==> src/hdl/tpdo_cfg_pkg.sv <==
// Purpose: Shared constants for the transmit PDO configuration block
// Assumes: Word-indexed register map, one 32-bit word per entry
// Notes:   Byte address of an entry is four times its index
package tpdo_cfg_pkg;
    // Clock and time units
    localparam int unsigned CLK_HZ = 200_000_000;
    localparam int unsigned MS_PER_SEC = 1000;
    localparam int unsigned TICK_TIME_MS = 1;       // Event timer unit
    localparam int unsigned INHIBIT_UNIT_MS = 100;  // Inhibit time unit
    localparam int unsigned INH_CNT_W = 23;         // Holds 65535 * 100 + 1

    // Block geometry
    localparam int unsigned NUM_TPDO = 4;
    localparam int unsigned MAP_SLOTS_DEF = 8;
    localparam int unsigned ADDR_W = 16;

    // Register indices (byte address = 4 * index)
    localparam logic [15:0] TPDO1_COMM_COUNT_IDX = 16'h1800;
    localparam logic [15:0] TPDO2_COMM_COUNT_IDX = 16'h1801;
    localparam logic [15:0] TPDO3_COMM_COUNT_IDX = 16'h1802;
    localparam logic [15:0] TPDO4_COMM_COUNT_IDX = 16'h1803;
    localparam logic [15:0] TPDO1_MAP_COUNT_IDX = 16'h1a00;
    localparam logic [15:0] COMM_BASE_IDX = 16'h2000;     // + 8 * pdo + sub
    localparam logic [15:0] MAP_SLOT_BASE_IDX = 16'h2100; // + slot (1..8)
    localparam logic [15:0] STATUS_IDX = 16'h2200;
    localparam logic [15:0] MAP_BITS_IDX = 16'h2201;

    // Communication sub-entries
    localparam logic [2:0] SUB_ID = 3'h1;
    localparam logic [2:0] SUB_TTYPE = 3'h2;
    localparam logic [2:0] SUB_INHIBIT = 3'h3;
    localparam logic [2:0] SUB_COMPAT = 3'h4;
    localparam logic [2:0] SUB_EVENT = 3'h5;
    localparam logic [7:0] COMM_ENTRIES = 8'h05;

    // Transmission type ranges
    localparam logic [7:0] TTYPE_SYNC_MIN = 8'h01;
    localparam logic [7:0] TTYPE_SYNC_MAX = 8'hf0;
    localparam logic [7:0] TTYPE_ASYNC_A = 8'hfe;
    localparam logic [7:0] TTYPE_ASYNC_B = 8'hff;

    // Mapping entry fields
    localparam int unsigned MAP_LEN_LSB = 0;
    localparam int unsigned MAP_SUB_LSB = 8;
    localparam int unsigned MAP_IDX_LSB = 16;

    // Reset values
    localparam logic [31:0] ID_RST = 32'h0000_0000;
    localparam logic [7:0] TTYPE_RST = 8'h00;
    localparam logic [31:0] MAP_SLOT1_RST = 32'h6041_0010; // Status word, 16 bits
    localparam logic [7:0] MAP_COUNT_RST = 8'h01;
endpackage

==> src/hdl/tpdo_transmit_config.sv <==
// Purpose: Transmit PDO parameters, mapping set and transmit triggering
// Assumes: Avalon-MM slave with waitrequest; sync_i and event_i are same-clock pulses
// Notes:   Triggers leave through a two-entry buffer as PDO number and identifier
//          A write lands at the edge that takes it; the answer cycle follows
// Behaviour
// - Each communication object reads five sub-entries at sub-entry zero, read only.
// - Types 1 to 240 send on every n-th SYNC, n being the type.
// - Types 254 and 255 send on internal events, not on SYNC.
// - Inhibit time, units of 100 ms, is the least gap between sends.
// - Each PDO holds a writable 16-bit event timer in ms setting the period.
// - Mapping word: length bits 0-7, sub-index 8-15, index 16-31.
// - First mapping slot defaults to the drive status word object.
// - Writable mapping count selects active slots; slots list sendable objects.
//
// The implementer's own choice: the Avalon-MM slave port.
`timescale 1ns/1ps
`default_nettype none
module tpdo_transmit_config #(
    parameter int unsigned MS_CYCLES = tpdo_cfg_pkg::CLK_HZ /
        (tpdo_cfg_pkg::MS_PER_SEC / tpdo_cfg_pkg::TICK_TIME_MS),
    parameter int unsigned MAP_SLOTS = tpdo_cfg_pkg::MAP_SLOTS_DEF
) (
    input wire logic clk_i, // System clock
    input wire logic reset_i, // Async reset, active high
    input wire logic [15:0] address_i, // Word index
    input wire logic read_i, // Read request
    input wire logic write_i, // Write request
    input wire logic [31:0] writedata_i, // Write data
    input wire logic [3:0] byteenable_i, // Byte lanes
    output logic [31:0] readdata_o, // Read data
    output logic waitrequest_o, // Low for the answer cycle
    input wire logic sync_i, // SYNC received, one-cycle pulse
    input wire logic [3:0] event_i, // Internal event per PDO
    output logic tx_valid_o, // Transmit request valid
    input wire logic tx_ready_i, // Transmitter takes request
    output logic [1:0] tx_pdo_o, // PDO number, 0 is the first
    output logic [31:0] tx_cob_id_o // Identifier to send with
);
    localparam int unsigned NT = tpdo_cfg_pkg::NUM_TPDO;
    localparam int unsigned IW = tpdo_cfg_pkg::INH_CNT_W;
    localparam int unsigned TICK_W = $clog2(MS_CYCLES);
    localparam int unsigned ENTRY_W = 34;

    typedef struct packed {
        logic [NT-1:0][31:0] cob_id;
        logic [NT-1:0][7:0] ttype;
        logic [NT-1:0][15:0] inhibit;
        logic [NT-1:0][15:0] compat;
        logic [NT-1:0][15:0] evt;
        logic [NT-1:0][7:0] sync_cnt;
        logic [NT-1:0][15:0] evt_cnt;
        logic [NT-1:0][IW-1:0] inh_cnt;
        logic [NT-1:0] pend;
        logic [7:0] map_cnt;
        logic [MAP_SLOTS-1:0][31:0] map;
        logic [TICK_W-1:0] div;
        logic tick;
        logic [1:0] vld;
        logic [1:0][ENTRY_W-1:0] fifo;
        logic waitreq;
        logic [31:0] rdata;
    } state_t;

    state_t q;
    state_t d;
    logic [NT-1:0] hit;
    logic push;
    logic [1:0] sel;
    logic acc;
    logic [15:0] map_bits;

    // Byte-lane merge of a write into a stored word
    function automatic logic [31:0] merge(input logic [31:0] old, input logic [31:0] nw,
                                          input logic [3:0] be);
        logic [31:0] r;
        r = old;
        for (int b = 0; b < 4; b++) begin
            if (be[b]) begin
                r[b*8 +: 8] = nw[b*8 +: 8];
            end
        end
        return r;
    endfunction

    // Mapping word field decode
    function automatic logic [7:0] map_len(input logic [31:0] m);
        return m[tpdo_cfg_pkg::MAP_LEN_LSB +: 8];
    endfunction

    function automatic logic [15:0] map_index(input logic [31:0] m);
        return m[tpdo_cfg_pkg::MAP_IDX_LSB +: 16];
    endfunction

    function automatic logic [7:0] map_sub(input logic [31:0] m);
        return m[tpdo_cfg_pkg::MAP_SUB_LSB +: 8];
    endfunction

    // Inhibit reload in ms ticks; one extra tick so the gap is never short
    function automatic logic [IW-1:0] inh_load(input logic [15:0] v);
        if (v == 16'h0000) begin
            return '0;
        end
        return IW'(v) * IW'(tpdo_cfg_pkg::INHIBIT_UNIT_MS) + IW'(1);
    endfunction

    // Next-state logic: divider, bus, triggers, inhibit, buffer
    always_comb begin
        logic [2:0] sub;
        logic [1:0] pn;
        logic [3:0] slot;
        logic comm_hit;
        logic slot_hit;
        logic [31:0] w;
        logic [ENTRY_W-1:0] entry;
        sub = address_i[2:0];
        pn = address_i[4:3];
        slot = address_i[3:0];
        comm_hit = address_i[15:5] == tpdo_cfg_pkg::COMM_BASE_IDX[15:5];
        slot_hit = address_i[15:4] == tpdo_cfg_pkg::MAP_SLOT_BASE_IDX[15:4]
            && slot != 4'h0 && 32'(slot) <= MAP_SLOTS;
        w = '0;
        entry = '0;
        d = q;
        hit = '0;
        push = 1'b0;
        sel = 2'h0;
        map_bits = '0;

        // Millisecond tick from the system clock
        d.tick = 1'b0;
        if (q.div == TICK_W'(MS_CYCLES - 1)) begin
            d.div = '0;
            d.tick = 1'b1;
        end else begin
            d.div = q.div + 1'b1;
        end

        // Total mapped bits over the active slots only
        for (int s = 0; s < MAP_SLOTS; s++) begin
            if (32'(s) < 32'(q.map_cnt)) begin
                map_bits = map_bits + 16'(map_len(q.map[s]));
            end
        end

        // Trigger sources per PDO
        // Types 0 and 241 to 253 fall through every branch and never send
        for (int i = 0; i < NT; i++) begin
            if (sync_i && q.ttype[i] >= tpdo_cfg_pkg::TTYPE_SYNC_MIN
                && q.ttype[i] <= tpdo_cfg_pkg::TTYPE_SYNC_MAX) begin
                if (q.sync_cnt[i] + 8'h01 >= q.ttype[i]) begin
                    hit[i] = 1'b1;
                    d.sync_cnt[i] = '0;
                end else begin
                    d.sync_cnt[i] = q.sync_cnt[i] + 8'h01;
                end
            end
            if (q.ttype[i] >= tpdo_cfg_pkg::TTYPE_ASYNC_A) begin
                if (event_i[i]) begin
                    hit[i] = 1'b1;
                end
                // Zero period means no cyclic sends at all
                if (q.evt[i] == 16'h0000) begin
                    d.evt_cnt[i] = '0;
                end else if (q.tick) begin
                    if (q.evt_cnt[i] + 16'h0001 >= q.evt[i]) begin
                        hit[i] = 1'b1;
                        d.evt_cnt[i] = '0;
                    end else begin
                        d.evt_cnt[i] = q.evt_cnt[i] + 16'h0001;
                    end
                end
            end else begin
                d.evt_cnt[i] = '0;
            end
            if (q.tick && q.inh_cnt[i] != '0) begin
                d.inh_cnt[i] = q.inh_cnt[i] - IW'(1);
            end
        end

        // Lowest pending PDO whose inhibit has run out goes first
        for (int i = NT - 1; i >= 0; i--) begin
            if (q.pend[i] && q.inh_cnt[i] == '0) begin
                push = !q.vld[1];
                sel = 2'(i);
            end
        end
        if (push) begin
            d.pend[sel] = 1'b0;
            d.inh_cnt[sel] = inh_load(q.inhibit[sel]);
            d.evt_cnt[sel] = '0;
            entry = {sel, q.cob_id[sel]};
        end
        // A trigger in the cycle of the clear still stands
        d.pend = d.pend | hit;

        // Two-entry buffer; head entry drives the outputs
        // A full second entry holds back every push, so a stall drops no request
        if (q.vld[0] && tx_ready_i) begin
            d.fifo[0] = q.fifo[1];
            d.vld = {1'b0, q.vld[1]};
        end
        if (push) begin
            if (d.vld[0]) begin
                d.fifo[1] = entry;
                d.vld[1] = 1'b1;
            end else begin
                d.fifo[0] = entry;
                d.vld[0] = 1'b1;
            end
        end

        // Bus slave: one wait cycle, then the answer cycle
        // Reads and writes share one timing, so the master needs no direction case
        acc = (read_i || write_i) && q.waitreq;
        d.waitreq = !acc;
        if (acc && read_i) begin
            d.rdata = '0;
            if (address_i[15:2] == tpdo_cfg_pkg::TPDO1_COMM_COUNT_IDX[15:2]) begin
                d.rdata = 32'(tpdo_cfg_pkg::COMM_ENTRIES);
            end else if (comm_hit) begin
                case (sub)
                    tpdo_cfg_pkg::SUB_ID: d.rdata = q.cob_id[pn];
                    tpdo_cfg_pkg::SUB_TTYPE: d.rdata = 32'(q.ttype[pn]);
                    tpdo_cfg_pkg::SUB_INHIBIT: d.rdata = 32'(q.inhibit[pn]);
                    tpdo_cfg_pkg::SUB_COMPAT: d.rdata = 32'(q.compat[pn]);
                    tpdo_cfg_pkg::SUB_EVENT: d.rdata = 32'(q.evt[pn]);
                    default: d.rdata = '0;
                endcase
            end else if (address_i == tpdo_cfg_pkg::TPDO1_MAP_COUNT_IDX) begin
                d.rdata = 32'(q.map_cnt);
            end else if (slot_hit) begin
                d.rdata = q.map[slot - 4'h1];
            end else if (address_i == tpdo_cfg_pkg::STATUS_IDX) begin
                for (int i = 0; i < NT; i++) begin
                    d.rdata[i] = q.pend[i];
                    d.rdata[NT + i] = q.inh_cnt[i] != '0;
                end
            end else if (address_i == tpdo_cfg_pkg::MAP_BITS_IDX) begin
                d.rdata = 32'(map_bits);
            end
        end
        // Writes; the count register is read only and ignores them
        if (acc && write_i) begin
            if (comm_hit) begin
                case (sub)
                    tpdo_cfg_pkg::SUB_ID: begin
                        d.cob_id[pn] = merge(q.cob_id[pn], writedata_i, byteenable_i);
                    end
                    tpdo_cfg_pkg::SUB_TTYPE: begin
                        w = merge(32'(q.ttype[pn]), writedata_i, byteenable_i);
                        d.ttype[pn] = w[7:0];
                        d.sync_cnt[pn] = '0;
                    end
                    tpdo_cfg_pkg::SUB_INHIBIT: begin
                        w = merge(32'(q.inhibit[pn]), writedata_i, byteenable_i);
                        d.inhibit[pn] = w[15:0];
                    end
                    tpdo_cfg_pkg::SUB_COMPAT: begin
                        w = merge(32'(q.compat[pn]), writedata_i, byteenable_i);
                        d.compat[pn] = w[15:0];
                    end
                    tpdo_cfg_pkg::SUB_EVENT: begin
                        w = merge(32'(q.evt[pn]), writedata_i, byteenable_i);
                        d.evt[pn] = w[15:0];
                    end
                    default: d.cob_id[pn] = q.cob_id[pn];
                endcase
            end else if (address_i == tpdo_cfg_pkg::TPDO1_MAP_COUNT_IDX) begin
                w = merge(32'(q.map_cnt), writedata_i, byteenable_i);
                // Counts beyond the slot table are refused
                if (w[7:0] <= 8'(MAP_SLOTS)) begin
                    d.map_cnt = w[7:0];
                end
            end else if (slot_hit) begin
                d.map[slot - 4'h1] = merge(q.map[slot - 4'h1], writedata_i, byteenable_i);
            end
        end
    end

    // State register
    always_ff @(posedge clk_i or posedge reset_i) begin
        if (reset_i) begin
            q <= '0;
            q.waitreq <= 1'b1;
            q.cob_id <= {NT{tpdo_cfg_pkg::ID_RST}};
            q.ttype <= {NT{tpdo_cfg_pkg::TTYPE_RST}};
            q.map_cnt <= tpdo_cfg_pkg::MAP_COUNT_RST;
            q.map[0] <= tpdo_cfg_pkg::MAP_SLOT1_RST;
        end else begin
            q <= d;
        end
    end

    // Outputs straight from state
    assign readdata_o = q.rdata;
    assign waitrequest_o = q.waitreq;
    assign tx_valid_o = q.vld[0];
    assign tx_pdo_o = q.fifo[0][ENTRY_W-1 -: 2];
    assign tx_cob_id_o = q.fifo[0][31:0];

    // Checks
    a_comm_count_read: assert property (@(posedge clk_i) disable iff (reset_i)
        (read_i && waitrequest_o && address_i == tpdo_cfg_pkg::TPDO2_COMM_COUNT_IDX)
        |=> (!waitrequest_o && readdata_o == 32'(tpdo_cfg_pkg::COMM_ENTRIES)))
        else $error("Count entry did not read five");

    a_sync_trigger: assert property (@(posedge clk_i) disable iff (reset_i)
        (sync_i && q.ttype[0] == tpdo_cfg_pkg::TTYPE_SYNC_MIN) |=> q.pend[0])
        else $error("Type one did not trigger on SYNC");

    a_async_event: assert property (@(posedge clk_i) disable iff (reset_i)
        (event_i[0] && q.ttype[0] == tpdo_cfg_pkg::TTYPE_ASYNC_B) |=> q.pend[0])
        else $error("Event did not trigger asynchronous PDO");

    a_async_no_sync: assert property (@(posedge clk_i) disable iff (reset_i)
        (sync_i && q.ttype[0] >= tpdo_cfg_pkg::TTYPE_ASYNC_A && !event_i[0]
         && q.evt[0] == 16'h0000) |-> !hit[0])
        else $error("SYNC triggered an asynchronous PDO");

    a_inhibit_gap: assert property (@(posedge clk_i) disable iff (reset_i)
        (push && sel == 2'h0) |-> (q.inh_cnt[0] == '0 ##1 (q.inhibit[0] == 16'h0000
         || q.inh_cnt[0] == inh_load($past(q.inhibit[0])))))
        else $error("Inhibit window not honoured");

    a_event_timer_write: assert property (@(posedge clk_i) disable iff (reset_i)
        (write_i && waitrequest_o && byteenable_i == 4'hf
         && address_i == (tpdo_cfg_pkg::COMM_BASE_IDX | {11'h000, 2'h2, tpdo_cfg_pkg::SUB_EVENT}))
        |=> q.evt[2] == 16'($past(writedata_i)))
        else $error("Event timer write lost");

    a_map_index_field: assert property (@(posedge clk_i) disable iff (reset_i)
        (read_i && waitrequest_o && address_i == (tpdo_cfg_pkg::MAP_SLOT_BASE_IDX | 16'h0001))
        |=> (readdata_o[31:16] == map_index(q.map[0]) && readdata_o[15:8] == map_sub(q.map[0])))
        else $error("Mapping fields misplaced");

    a_status_default: assert property (@(posedge clk_i) disable iff (reset_i)
        $past(reset_i) |-> (q.map[0] == tpdo_cfg_pkg::MAP_SLOT1_RST
         && q.map_cnt == tpdo_cfg_pkg::MAP_COUNT_RST))
        else $error("First slot is not the status word");

    a_map_count_limit: assert property (@(posedge clk_i) disable iff (reset_i)
        (write_i && waitrequest_o && byteenable_i[0] && writedata_i[7:0] > 8'(MAP_SLOTS)
         && address_i == tpdo_cfg_pkg::TPDO1_MAP_COUNT_IDX) |=> $stable(q.map_cnt))
        else $error("Oversized mapping count accepted");

    a_timer_zero_idle: assert property (@(posedge clk_i) disable iff (reset_i)
        (q.evt[2] == 16'h0000 && q.ttype[2] >= tpdo_cfg_pkg::TTYPE_ASYNC_A && !event_i[2])
        |-> !hit[2])
        else $error("Zero event timer still sent");

    a_fifo_hold: assert property (@(posedge clk_i) disable iff (reset_i)
        (tx_valid_o && !tx_ready_i) |=> (tx_valid_o && $stable(tx_cob_id_o) && $stable(tx_pdo_o)))
        else $error("Stalled request changed");

    // Types between the sync range and the event range ignore SYNC
    a_gap_type_silent: assert property (@(posedge clk_i) disable iff (reset_i)
        (sync_i && q.ttype[1] > tpdo_cfg_pkg::TTYPE_SYNC_MAX
         && q.ttype[1] < tpdo_cfg_pkg::TTYPE_ASYNC_A)
        |-> !hit[1])
        else $error("Reserved type sent on SYNC");

    // A running inhibit holds back every push of that PDO
    a_inhibit_blocks: assert property (@(posedge clk_i) disable iff (reset_i)
        (q.inh_cnt[2] != '0) |-> !(push && sel == 2'h2))
        else $error("Push during inhibit");

    // A push into an empty buffer shows at the head one cycle later
    a_head_load: assert property (@(posedge clk_i) disable iff (reset_i)
        (push && !q.vld[0]) |=> (tx_valid_o && tx_pdo_o == $past(sel)))
        else $error("Pushed request missing at head");
endmodule // tpdo_transmit_config
`default_nettype wire

==> config.mk <==
export PLATFORM = sky130hd
export DESIGN_NAME = tpdo_transmit_config
export DESIGN_NICKNAME = d
export VERILOG_FILES = /design/src/hdl/tpdo_cfg_pkg.sv /design/src/hdl/tpdo_transmit_config.sv
export SDC_FILE = /design/constraint.sdc
export NUM_CORES = 2
export LEC_CHECK = 0
export CAP_MARGIN = 10
export CORE_MARGIN = 1.5
export CORE_UTILIZATION = 26
export DETAILED_ROUTE_END_ITERATION = 10
export DONT_BUFFER_PORTS = 1
export GPL_TIMING_DRIVEN = 0
export PLACE_DENSITY = 0.37
export RECOVER_POWER = 100
export SYNTH_ARGS = -nofsm -noshare
export SYNTH_HDL_FRONTEND = slang
export SYNTH_SLANG_ARGS = --single-unit
==> constraint.sdc <==
create_clock -name clk_i -period 35.6 [get_ports clk_i]
set_input_delay 0 -clock clk_i [delete_from_list [all_inputs] [get_ports clk_i]]
set_output_delay 0 -clock clk_i [all_outputs]
set_load 0.1 [all_outputs]
==> impl_results.md <==
* DRT Pass-1 Iters at 7
* Netlist Area Pre-Place at around 53000 um2
* Critical path cell sequence: dlygate4sd3_1, dlygate4sd3_1, clkinvlp_2, clkbuf_1, clkbuf_1
* Synthesized net count at 5684
* Via count at approximately 43000
* Largest net degree at the start of global routing at 117
* Die Ht at 453 um
* FP Rows at 164
* Async SR Flop Fraction at between 90% and 100%
* Post-Layout Cell Count at 8332
* Final setup fails at 0
* Pre-CTS worst setup slack at 24.78 ns
* Share of layout cells above drive strength 1 at 9.71%
* Cell family with most CP delay: buffers and inverters
* Layout net count at 5881
* F_max at 87.4 MHz
* Failing checks: capacitance limit, slew limit
* Critical Path Sink Type: async pin
* Most frequent cells in the layout: dfrtp_1 (923), nor2_1 (578), a21oi_1 (520), nand2_1 (400), clkbuf_1 (366)
* Synth Warn # at 0
* WL/cell at 26.3 um
* Reg2reg setup slack at 24.52 ns
* Netlist cell types at 85
* Worst-skew pair later-pin latency at 0.78 ns
* TritonCTS clock tree: done
* Area of the core at 200000 um2
* Clk slew on worst S/H paths at 0.06 ns
* Total power at 2700 uW
* Min Tclk post-route at 11.44 ns
* VDD IR max at 0.0438 mV
* PortBufs at 0
* H-Tree Depth at 3
* Global-route wire length before repair at 315000 um
* WS Path Type: in2async
* Number of routed nets with antenna violations at 0
* CTS root buf: clkbuf_16
* Max_slew headroom at -349%
* Initial antenna violation count at 37
* Synth Flop Type: dfrtp_1
* Commonest non-fill, non-tap cell in the layout: dfrtp_1
* I/O pin cnt at 130
* Cts bufs inserted at roughly 120
* PwrDens at 44.9 nW/um2
* Vias/cell at 5.12
* Final Max Tran Viols at slightly below 1000
* Aggregate global-route resource usage at 21.1%
* Vias in the first global route at approximately 43000
* Final worst-path cycle share at between 30 and 40%
* Startpoint Class: input pin
* RSZ-0062 raised after global routing: no
* Initial Util at 26.2%
* WL final at between 200000 and 250000 um
* WP buf/inv at 5
* Worst path slowest cell: clkbuf_1
* Clk buf depth at 3
* Clock sinks at 930
* Die X at 453 um
* Slowest Stage Delay on Critical Path at roughly 4.6 ns
* Status: finished, violations left
* HPWL Detailed at between 150000 and 200000 um
* Total gr overflow at 0
* Req. time, crit path at 34.96 ns
* Setup bufs post-CTS at 0
* Synthesized instance count at 5370
* Iter 0 DRT Violations at 3334
* Placed Cells at ~8000
* Leakage Power at roughly 0.027 uW
* Post-synth EDFFs at 0
* Die area at ~210000 um2
* CP max FO at about 120
* Maximum capacitance violations at 14
* HP Class: in2reg
* Final Hold Viols at 0
* RD Place Congestion at 0.853
* DRC at 0
* Area Overhead vs Synth at 14.5%
* Worst Clk Skew at 0.0447 ns
* Sequential area share after synthesis at 44.2%
* Yosys reg bits at 930
* Slew @ Worst Pin at 6.73 ns
* Worst Path Arrival at between 10 and 15 ns
* Fin worst setup slack at 24.16 ns
* Syn_area_per_cell at 9.80 um2
## per-stage QoR
step	instance area (um2)	TNS (ns)	util, %	hold WS, ns
floorplan	52600	0	-	0.0630
global placement	55900	-4289.23	27.9	0.0770
detailed placement	56400	0	28.1	0.0812
CTS	60800	0	30.3	0.0697
global route	60200	0	30.0	0.0311
finish	60200	0	30.1	0.0468
## worst paths after layout
kind,from,to,cells past startpoint
max,reset_i,q[860],5
min,read_i,readdata_o[2],5
max reg2reg,q[384],readdata_o[8],44
min reg2reg,q[104],q[104],1
max in group clk_i,q[384],readdata_o[8],44
min in group asynchronous,reset_i,q[715],4
## worst min-delay path: stages
cell,delay [ns]
o311ai_1,0.26
a221o_1,0.16
a2111oi_0,0.05
buf_2,0.17
nor2_1,0.11
## registers in the layout (all words and copies together), names as in the netlist
signal,count
tx_pdo_o,2
tx_valid_o,1
tx_cob_id_o,32
readdata_o,32
waitrequest_o,1
q,862
## synthesized netlist by cell type (7+ instances only)
| cell | count | share of area (%) |
|---|---|---|
| and2_1 | 28 | 0.33 |
| or2_2 | 10 | 0.12 |
| a22oi_1 | 194 | 2.8 |
| dfstp_2 | 7 | 0.35 |
| a31oi_1 | 16 | 0.19 |
| nor2_1 | 578 | 4.1 |
| o41ai_1 | 7 | 0.12 |
| mux2_2 | 252 | 5.4 |
| o211ai_1 | 15 | 0.21 |
| nor2b_1 | 35 | 0.42 |
| ha_1 | 234 | 5.6 |
| buf_2 | 13 | 0.12 |
| dfrtp_1 | 923 | 44 |
| inv_1 | 224 | 1.6 |
| nand3_1 | 101 | 0.96 |
| mux2i_1 | 144 | 2.7 |
| clkbuf_1 | 217 | 1.5 |
| or4_1 | 14 | 0.20 |
| or3_1 | 22 | 0.26 |
| a22o_1 | 7 | 0.12 |
| fa_1 | 18 | 0.68 |
| nor4_1 | 54 | 0.64 |
| and3_1 | 84 | 1.0 |
| nand2b_1 | 46 | 0.55 |
| nor3_1 | 78 | 0.74 |
| xnor2_1 | 134 | 2.2 |
| xor2_1 | 109 | 1.8 |
| buf_4 | 67 | 0.96 |
| o21ai_0 | 314 | 3.0 |
| o22ai_1 | 24 | 0.29 |
| nand2_1 | 400 | 2.9 |
| buf_1 | 49 | 0.35 |
| nand3b_1 | 28 | 0.40 |
| nand4b_1 | 7 | 0.12 |
| mux4_2 | 88 | 3.8 |
| a21oi_1 | 520 | 4.9 |
| a211oi_1 | 52 | 0.74 |
| a21o_1 | 46 | 0.66 |
| o21a_1 | 48 | 0.68 |
| nand4_1 | 46 | 0.55 |
## cell families after synthesis
family,count (synthesis),share of synthesized area (%)
DFF,930,44.2
buffers and inverters,573,4.61
and+or+nand+nor,1554,13.6
AOI/OAI and AO/OA,1327,15.1
xor gates and xnor gates,248,4.22
adders and majority gates,254,6.29
muxes,484,11.9
## routing by layer
metal	share of wire [%]	track usage, %
met3	4.9	3.22
met4	2.9	5.77
met2	45	33.2
met1	47	29.8
met5	0.011	0
## what timing repair did
item / in CTS / in global routing
resized for setup: 0 / 0
hold endpoints to repair: 1202 / 0
endpoints found under the setup margin: 0 / 0
hold buffers: 55 / 0
## power breakdown
| part | internal [uW] | leakage (uW) | switching, uW |
|---|---|---|---|
| logic | 65.8 | 0.0121 | 308 |
| registers | 1080 | 0.0129 | 32.2 |
| clock network | 709 | 0.00191 | 508 |
## area by class of cell
type	instances	area, um2
Antenna cell	10	25.0
Buffer	347	1320
Clock buffer	176	3450
Clock inverter	42	408
Fill cell	21039	140000
Inverter	226	850
Multi-Input combinational cell	3867	26900
Sequential cell	930	23300
Tap cell	2656	3320
Timing Repair Buffer	78	671
Power figures use the tool's default switching activity.
